## src/p7sq_pkg.sv

```systemverilog
package p7sq_pkg;

   // ************************************************************
   // Bus geometry
   // ************************************************************
   localparam int P7SQ_ADR_W = 32;
   localparam int P7SQ_DAT_W = 32;

   // ************************************************************
   // Register byte addresses
   // ************************************************************
   localparam logic [31:0] P7SQ_TRIM_ADDR = 32'h0000_7ccc;
   localparam logic [31:0] P7SQ_LINK_ADDR = 32'h0000_7cd0;

   // ************************************************************
   // Trim register fields and reset value
   // ************************************************************
   localparam int P7SQ_TRIM_LSB = 0;
   localparam int P7SQ_TRIM_MSB = 2;
   localparam int P7SQ_TRIM_RSVD_LSB = 3;
   localparam int P7SQ_TRIM_RSVD_MSB = 7;
   localparam logic [2:0] P7SQ_TRIM_RESET = 3'h0;

   // ************************************************************
   // Trim codes
   // ************************************************************
   localparam logic [2:0] P7SQ_TRIM_NOMINAL = 3'h0;
   localparam logic [2:0] P7SQ_TRIM_DOWN_MIN = 3'h1;
   localparam logic [2:0] P7SQ_TRIM_DOWN_MAX = 3'h5;
   localparam logic [2:0] P7SQ_TRIM_UP_25 = 3'h6;
   localparam logic [2:0] P7SQ_TRIM_UP_12P5 = 3'h7;

   // ************************************************************
   // Threshold in 12.5 mV steps: nominal 100 mV is eight steps
   // ************************************************************
   localparam int P7SQ_STEP_UV = 12500;
   localparam int P7SQ_NOMINAL_UV = 100000;
   localparam logic [3:0] P7SQ_NOMINAL_STEPS = 4'(P7SQ_NOMINAL_UV / P7SQ_STEP_UV);
   localparam logic [3:0] P7SQ_UP_25_STEPS = 4'h2;
   localparam logic [3:0] P7SQ_UP_12P5_STEPS = 4'h1;

   // ************************************************************
   // Link status register fields
   // ************************************************************
   localparam int P7SQ_LS_LSB = 4;
   localparam int P7SQ_LS_MSB = 7;
   localparam int P7SQ_LS_RSVD_BIT = 3;
   localparam int P7SQ_SUB_LSB = 0;
   localparam int P7SQ_SUB_MSB = 2;

   // ************************************************************
   // Link state codes
   // ************************************************************
   localparam logic [3:0] P7SQ_LS_U0 = 4'h0;
   localparam logic [3:0] P7SQ_LS_U1 = 4'h1;
   localparam logic [3:0] P7SQ_LS_U2 = 4'h2;
   localparam logic [3:0] P7SQ_LS_U3 = 4'h3;
   localparam logic [3:0] P7SQ_LS_DISABLED = 4'h4;
   localparam logic [3:0] P7SQ_LS_RX_DETECT = 4'h5;
   localparam logic [3:0] P7SQ_LS_INACTIVE = 4'h6;
   localparam logic [3:0] P7SQ_LS_POLLING = 4'h7;
   localparam logic [3:0] P7SQ_LS_RECOVERY = 4'h8;
   localparam logic [3:0] P7SQ_LS_HOT_RESET = 4'h9;
   localparam logic [3:0] P7SQ_LS_COMPLIANCE = 4'ha;
   localparam logic [3:0] P7SQ_LS_LOOPBACK = 4'hb;
   localparam logic [3:0] P7SQ_LS_RESET = P7SQ_LS_RX_DETECT;
   localparam logic [2:0] P7SQ_SUB_RESET = 3'h0;

endpackage

```

## src/p7sq_regs.sv

```systemverilog
// Decided for this implementation: register access over Wishbone.
`timescale 1ns/1ps
`default_nettype none

module p7sq_regs
   import p7sq_pkg::*;
(
   input wire logic mclk,
   input wire logic rst_n,
   input wire logic wb_cyc_i,
   input wire logic wb_stb_i,
   input wire logic wb_we_i,
   input wire logic [P7SQ_ADR_W-1:0] wb_adr_i,
   input wire logic [3:0] wb_sel_i,
   input wire logic [P7SQ_DAT_W-1:0] wb_dat_i,
   output logic [P7SQ_DAT_W-1:0] wb_dat_o,
   output logic wb_ack_o,
   input wire logic [3:0] link_state_in,
   input wire logic [2:0] link_sub_state_in,
   output logic [2:0] hs_receive_threshold_trim,
   output logic [3:0] squelch_thresh_steps,
   output logic [3:0] link_state_out
);

   // ************************************************************
   // Storage
   // ************************************************************
   logic ack_q;
   logic ack_d;
   logic [P7SQ_DAT_W-1:0] rdata_q;
   logic [P7SQ_DAT_W-1:0] rdata_d;
   logic [2:0] trim_q;
   logic [2:0] trim_d;
   logic [3:0] ls_q;
   logic [3:0] ls_d;
   logic [2:0] sub_q;
   logic [2:0] sub_d;

   // ************************************************************
   // Bus decode
   // ************************************************************
   // Only the word address is compared; byte offsets inside the word are
   // carried by wb_sel_i as usual for a 32-bit classic slave.
   wire req = wb_cyc_i && wb_stb_i && !ack_q;
   wire hit_trim = (wb_adr_i[31:2] == P7SQ_TRIM_ADDR[31:2]);
   wire hit_link = (wb_adr_i[31:2] == P7SQ_LINK_ADDR[31:2]);
   wire hit_none = !hit_trim && !hit_link;
   wire wr_trim = req && wb_we_i && hit_trim && wb_sel_i[0];

   // ************************************************************
   // Read images
   // ************************************************************
   wire [7:0] trim_image = {5'h00, trim_q};
   wire [7:0] link_image = {ls_q, 1'b0, sub_q};

   // ************************************************************
   // Link state capture
   // ************************************************************
   // An out-of-range code from the port logic is never latched; the last
   // legal state stays visible, which is the least surprising thing for
   // software polling a status register.
   wire ls_legal = (link_state_in <= P7SQ_LS_LOOPBACK);

   assign ls_d = ls_legal ? link_state_in : ls_q;
   assign sub_d = ls_legal ? link_sub_state_in : sub_q;
   assign trim_d = wr_trim ? wb_dat_i[P7SQ_TRIM_MSB:P7SQ_TRIM_LSB] : trim_q;
   assign ack_d = req;

   // ************************************************************
   // Read data selection
   // ************************************************************
   // An unmapped address reads as zero instead of raising an error, so that
   // software probing the register space never sees a bus fault.
   wire [7:0] rd_byte_trim = hit_trim ? trim_image : 8'h00;
   wire [7:0] rd_byte_link = hit_link ? link_image : 8'h00;
   wire [7:0] rd_byte = hit_none ? 8'h00 : (rd_byte_trim | rd_byte_link);
   wire [P7SQ_DAT_W-1:0] rd_word = {24'h00_0000, rd_byte};
   // The word is captured on every taken request and then held, so the data
   // stands unchanged for as long as the master may look at it.
   assign rdata_d = req ? rd_word : rdata_q;

   // ************************************************************
   // Flip-flops
   // ************************************************************
   always_ff @(posedge mclk or negedge rst_n)
   begin
      if (!rst_n)
      begin
         ack_q <= 1'b0;
         rdata_q <= '0;
      end
      else
      begin
         ack_q <= ack_d;
         rdata_q <= rdata_d;
      end
   end

   always_ff @(posedge mclk or negedge rst_n)
   begin
      if (!rst_n)
      begin
         trim_q <= P7SQ_TRIM_RESET;
      end
      else
      begin
         trim_q <= trim_d;
      end
   end

   always_ff @(posedge mclk or negedge rst_n)
   begin
      if (!rst_n)
      begin
         ls_q <= P7SQ_LS_RESET;
         sub_q <= P7SQ_SUB_RESET;
      end
      else
      begin
         ls_q <= ls_d;
         sub_q <= sub_d;
      end
   end

   // ************************************************************
   // Threshold decode
   // ************************************************************
   p7sq_thresh u_thresh (
      .mclk(mclk),
      .rst_n(rst_n),
      .trim(trim_q),
      .thresh_steps_q(squelch_thresh_steps)
   );

   assign wb_ack_o = ack_q;
   assign wb_dat_o = rdata_q;
   assign hs_receive_threshold_trim = trim_q;
   assign link_state_out = ls_q;

endmodule
`default_nettype wire

```

## src/p7sq_thresh.sv

```systemverilog
`timescale 1ns/1ps
`default_nettype none

module p7sq_thresh
   import p7sq_pkg::*;
(
   input wire logic mclk,
   input wire logic rst_n,
   input wire logic [2:0] trim,
   output logic [3:0] thresh_steps_q
);

   logic [3:0] thresh_steps_d;
   wire trim_is_down = (trim >= P7SQ_TRIM_DOWN_MIN) && (trim <= P7SQ_TRIM_DOWN_MAX);
   wire [3:0] down_steps = P7SQ_NOMINAL_STEPS - {1'b0, trim};

   // ************************************************************
   // Trim code to threshold, in 12.5 mV steps
   // ************************************************************
   always_comb
   begin
      thresh_steps_d = P7SQ_NOMINAL_STEPS;
      if (trim_is_down)
      begin
         thresh_steps_d = down_steps;
      end
      else if (trim == P7SQ_TRIM_UP_25)
      begin
         thresh_steps_d = P7SQ_NOMINAL_STEPS + P7SQ_UP_25_STEPS;
      end
      else if (trim == P7SQ_TRIM_UP_12P5)
      begin
         thresh_steps_d = P7SQ_NOMINAL_STEPS + P7SQ_UP_12P5_STEPS;
      end
   end

   always_ff @(posedge mclk or negedge rst_n)
   begin
      if (!rst_n)
      begin
         thresh_steps_q <= P7SQ_NOMINAL_STEPS;
      end
      else
      begin
         thresh_steps_q <= thresh_steps_d;
      end
   end

endmodule
`default_nettype wire

```

## config.mk

```make
export PLATFORM = sky130hd
export DESIGN_NAME = p7sq_regs
export DESIGN_NICKNAME = d
export VERILOG_FILES = /design/src/p7sq_pkg.sv /design/src/p7sq_regs.sv /design/src/p7sq_thresh.sv
export SDC_FILE = /design/constraint.sdc
export NUM_CORES = 1
export LEC_CHECK = 0
export ABC_AREA = 1
export BUFFER_PORTS_ARGS = -buffer_cell sky130_fd_sc_hd__buf_2
export CELL_PAD_IN_SITES_DETAIL_PLACEMENT = 0
export CELL_PAD_IN_SITES_GLOBAL_PLACEMENT = 2
export CORE_MARGIN = 3
export CORE_UTILIZATION = 19
export DETAILED_ROUTE_END_ITERATION = 6
export HOLD_SLACK_MARGIN = 0.06
export PLACE_DENSITY_LB_ADDON = 0.08
export SLEW_MARGIN = 20
export SYNTH_ARGS = -nofsm -noshare
export SYNTH_HDL_FRONTEND = slang
export SYNTH_HIERARCHICAL = 1
export SYNTH_SLANG_ARGS = --single-unit
```

## constraint.sdc

```tcl
create_clock -name mclk -period 2 [get_ports mclk]
set_clock_uncertainty 0.1 [all_clocks]
set_input_delay 0.1 -clock mclk [delete_from_list [all_inputs] [get_ports mclk]]
set_output_delay 0.1 -clock mclk [all_outputs]
set_load 0.005 [all_outputs]
```

== Word level (Yosys, flattened, before mapping) ==
Index checks and enable logic that the tools add are counted.
Storage, ports and cells
  register bits: 23
  bits of input ports: 80
  output and inout bits: 44
  logic and storage cells: 31
Operators by class
  $add $sub $neg: 1
  magnitude comparators: 3
  equal/unequal tests: 4
  multiplexer cells: 6
  bitwise logic cells: 1
  reduce and logical (&&, ||, !) cells: 10
Operators with widths (number)
  30-bit by 13-bit == test with 1-bit output (second input constant): 2
  8-bit 2-to-1 mux: 2
  4-bit 2-to-1 mux: 2
  3-bit by 8-bit OR with 8-bit output: 1
  1-bit logical AND: 7
  3-bit == test (second input constant): 2
  4-bit less-or-equal comparator (second input constant): 1
  4-bit by 3-bit subtractor with 4-bit output (first input constant): 1
  3-bit by 1-bit greater-or-equal comparator with 1-bit output (second input constant): 1
  3-bit less-or-equal comparator (second input constant): 1
  1-bit zero test: 3
  3-bit 2-to-1 mux: 1
  1-bit 2-to-1 mux: 1

== Longest topological paths before layout ==
  depth in word-level cells: 5
  mapped depth: 9
  mapped depth without buffers: 9

== Cells and area by module ==
The synthesis kept the hierarchy.
Modules (own cells, without submodules)
  p7sq_regs: times used 1, cells an instance 142, area an instance 1136.1 µm²
  p7sq_thresh: times used 1, cells an instance 28, area an instance 260.2 µm²

== Least setup slack after synthesis ==
OpenSTA, ideal clock, no wires.
  path type: register to register
  from: register ack_q, in the netlist wb_ack_o
  to: register trim_q[0], in the netlist hs_receive_threshold_trim[0]
  library setup time: 0.117 ns
  arrival: 1.034 ns
  data required time: 1.783 ns
  slack: 0.749 ns
  cell stages (with the launch flop): 7
  path buffers: 0
  path through: dfrtp_1 -> nor2_4 -> inv_1 -> nor2_8 -> nand2_4 -> nand2_1 -> nand2_1
On the way
  cells in the longest elaborated chain, start to end: 5
RTL lines
  from (decl): RTL line p7sq_regs.sv:28  | logic ack_q;
  from (signal assigned): RTL line p7sq_regs.sv:94  | ack_q <= ack_d;
  1-bit zero test: RTL line p7sq_regs.sv:44  | wire req = wb_cyc_i && wb_stb_i && !ack_q;
  1-bit logical AND: RTL line p7sq_regs.sv:44
  named net ack_d: RTL line p7sq_regs.sv:29  | logic ack_d;
  1-bit logical AND (3 in series): RTL line p7sq_regs.sv:48  | wire wr_trim = req && wb_we_i && hit_trim && wb_sel_i[0];
  to (signal assigned): RTL line p7sq_regs.sv:107  | trim_q <= trim_d;
  to (decl): RTL line p7sq_regs.sv:32  | logic [2:0] trim_q;
The timed path passes the listed nets, and every way through them passes these cells.
A chain may end at the register's enable or synchronous reset.

== Worst setup path in the final report ==
  from: input port wb_stb_i
  to: register trim_q[0], in the netlist hs_receive_threshold_trim[0]
On the way
  cells in the longest elaborated chain, start to end: 5
RTL lines
  from (decl): RTL line p7sq_regs.sv:11  | input wire logic wb_stb_i,
  1-bit logical AND (2 in series): RTL line p7sq_regs.sv:44
  named net ack_d: RTL line p7sq_regs.sv:29
  1-bit logical AND (3 in series): RTL line p7sq_regs.sv:48
The timed path passes the listed nets, and every way through them passes these cells.

==> flow_summary.json <==
{
  "route.detailed.drc": 0,
  "max_slew.worst_pin.slew_ns": 0.507,
  "numCtsBuffers": 3,
  "grt_pass1_wl_um": 5530,
  "synth_cell_type_count": 25,
  "maxCapViolCount": 0,
  "synth_common_cells": "nand2_1, buf_4, dfrtp_1",
  "path_clk_slew_ns": 0.08,
  "antenna_found_initial": 0,
  "hold_viol": 0,
  "synth_area_mm2": 0.00140,
  "tns_ns": 0,
  "syn_area_per_cell_um2": 8.21,
  "grt_pass1_vias": 1210,
  "grt_max_degree": 23,
  "finalPower_uw": 880,
  "dieArea_mm2": 0.00841,
  "critPathMaxStageDelay_ns": 0.52,
  "slew_viol_final": 0,
  "crit_top_cell": "nand2_1",
  "synth_seq_cells": 22,
  "cts_buffer_depth": 2,
  "multi_input_area_um2": 684,
  "cts_tree": "yes",
  "crit_family": "buffers and inverters",
  "yosysTopAreaCell": "dfrtp_1",
  "slowest_stage": "dlygate4sd3_1",
  "whs_ns": 0.138,
  "io_buffers": 64,
  "layout_setup_ws_ns": 0.496,
  "drt-wirelength-per-cell_um": 9.99,
  "clock_latency_ns": 0.26,
  "root_buffer": "clkbuf_8",
  "finalNonFillerCells": 347,
  "drive_gt1_frac": 0.367,
  "async_flop_share": 1.00,
  "yosysSeqAreaShare": 0.397,
  "grt_use_total": 0.0814,
  "start_util": 0.201,
  "slew_headroom": 0.662,
  "chipWidth_um": 91.7,
  "yosys.cell_count.top_type": "nand2_1",
  "gp_congestion": 0.686,
  "endpoint_kind": "register",
  "finalSetupViolCount": 0,
  "synthToLayoutAreaGrowth_pct": 37.8,
  "finalCritPeriodShare": 0.752,
  "fin_util": 0.277,
  "ys_top_cells_by_area": "dfrtp_1, buf_4, nand2_1",
  "synth_edf_count": 0,
  "rsz0062_at_grt": "no",
  "cp.required_ns": 2.05,
  "synthCells": 170,
  "worstSetupStartpointType": "input port",
  "min_path_type": "input port to register",
  "ys.flop_type": "dfrtp_1",
  "irDropWorstVdd_uv": 208,
  "ant_nets": 0,
  "dp_cells": 329,
  "grt_overflow": 0,
  "dieHeight_um": 91.7,
  "p_per_area_mw_per_mm2": 457,
  "status": "finished, final reports clean",
  "antenna_cells": 0,
  "dp_hpwl_um": 2850,
  "post-route-cell-area_mm2": 0.00192,
  "r2r_setup_slack_ns": 0.58,
  "min_period_ns": 1.50,
  "cp_num_buf_inv": 3,
  "vias": 1226,
  "arrival_ns": 1.56,
  "max_freq_ghz": 0.665,
  "htree_num_levels": 1,
  "dr.pass1.iters": 4,
  "yosysWarnings": 6,
  "viasPerCell": 3.53,
  "path_cells": "dlygate4sd3_1 > buf_2 > nand2_1 > nor2_4 > inv_1 > nor2_8 > nand2_4 > nand2_1 > nand2_1",
  "path_max_fanout": 9,
  "drt_iter0_drc": 33,
  "wl_um": 3470,
  "place_area_mm2": 0.00174,
  "design.portCount": 124,
  "core_mm2": 0.00694,
  "rows": 30,
  "finalNetCount": 336,
  "regArea_um2": 554,
  "cts.sinks": 22,
  "synth_top_area_frac": 0.341,
  "p_leak_nw": 1.07,
  "dpl_worst_slack_ns": 0.569,
  "post_cts_buffers": 0,
  "nFillCells": 770,
  "worstSetupPathType": "input port to register"
}
## cells in the final DEF, fill, tap and decap left out
| cell type | synthesis | routed |
|---|---|---|
| nor2_1 | 13 | 13 |
| nand2_2 | 3 | 3 |
| o21ai_1 | 1 | 1 |
| inv_2 | 3 | 3 |
| and2_1 | 2 | 2 |
| xor2_1 | 1 | 1 |
| clkbuf_8 | 0 | 3 |
| nand3_1 | 13 | 13 |
| dlygate4sd3_1 | 0 | 14 |
| nor3b_1 | 1 | 1 |
| ha_1 | 4 | 4 |
| o21a_1 | 1 | 1 |
| mux2_2 | 5 | 5 |
| conb_1 | 1 | 25 |
| o21ai_0 | 4 | 4 |
| buf_2 | 0 | 64 |
| dfrtp_1 | 19 | 19 |
| clkbuf_1 | 0 | 1 |
| and2_4 | 1 | 1 |
| dfstp_2 | 3 | 3 |
| nor2_4 | 3 | 3 |
| nand2_1 | 46 | 46 |
| nand2_4 | 1 | 1 |
| inv_1 | 13 | 13 |
| nand3_2 | 2 | 2 |
| nor2_2 | 3 | 3 |
| nor2_8 | 1 | 1 |
| a21oi_1 | 1 | 1 |
## path summary, 6_finish.rpt
kind	start	endpoint	cells past startpoint
max	wb_stb_i	hs_receive_threshold_trim[0]$_DFFE_PN0P_	9
min	wb_cyc_i	wb_dat_o[1]$_DFFE_PN0N_	5
max reg2reg	wb_ack_o$_DFF_PN0_	hs_receive_threshold_trim[0]$_DFFE_PN0P_	6
min reg2reg	wb_dat_o[2]$_DFFE_PN0N_	wb_dat_o[2]$_DFFE_PN0N_	2
max in group asynchronous	rst_n	link_state_out[0]$_DFFE_PN1P_	2
min in group asynchronous	rst_n	wb_dat_o[2]$_DFFE_PN0N_	2
## layout make-up
class	instances	share of cell area
clock buffer	4	0.0234
inverter	16	0.0312
multi-input combinational	131	0.356
sequential	22	0.288
tap	96	0.0624
timing repair buffer	78	0.239
## worst reg2reg max path: cells and delay by family, from the launching register on
kind / cells / cell delay, ns
DFF: 1 / 0.41
buffers and inverters: 1 / 0.23
and+or+nand+nor: 5 / 0.57
## what timing repair did
| action | CTS | global route |
|---|---|---|
| endpoints found under the hold margin | 30 | 0 |
| setup endpoints to repair | 0 | 0 |
| gates resized for setup | 0 | 0 |
| hold buffers | 14 | 0 |
## state kept, by name, summed over array words and instances (netlist names)
name / flops
hs_receive_threshold_trim: 3
link_state_out: 4
wb_dat_o: 7
sub_q: 3
wb_ack_o: 1
u_thresh/thresh_steps_q: 4
## per-layer routing
layer | GRT usage | part of all wire
met2 | 0.156 | 0.56
met3 | 0.0148 | 0.048
met1 | 0.0926 | 0.38
met5 | 0 | 0
met4 | 0.0186 | 0.0095
## logic make-up after synthesis
group | after synthesis | share of synthesized area
buf+inv | 41 | 0.177
fa+ha+maj | 4 | 0.0358
flops | 22 | 0.397
mux | 5 | 0.0403
xor+xnor | 1 | 0.00627
other cells | 1 | 0.00269
simple gates | 89 | 0.314
compound gates | 7 | 0.0269
## report_power, final
part	internal [mW]	switching [mW]	leakage [nW]
logic	0.0721	0.0633	0.765
registers	0.460	0.00855	0.285
clock network	0.142	0.135	0.0228
total	0.673	0.206	1.07
No activity file was read; power rests on OpenSTA's default activity.
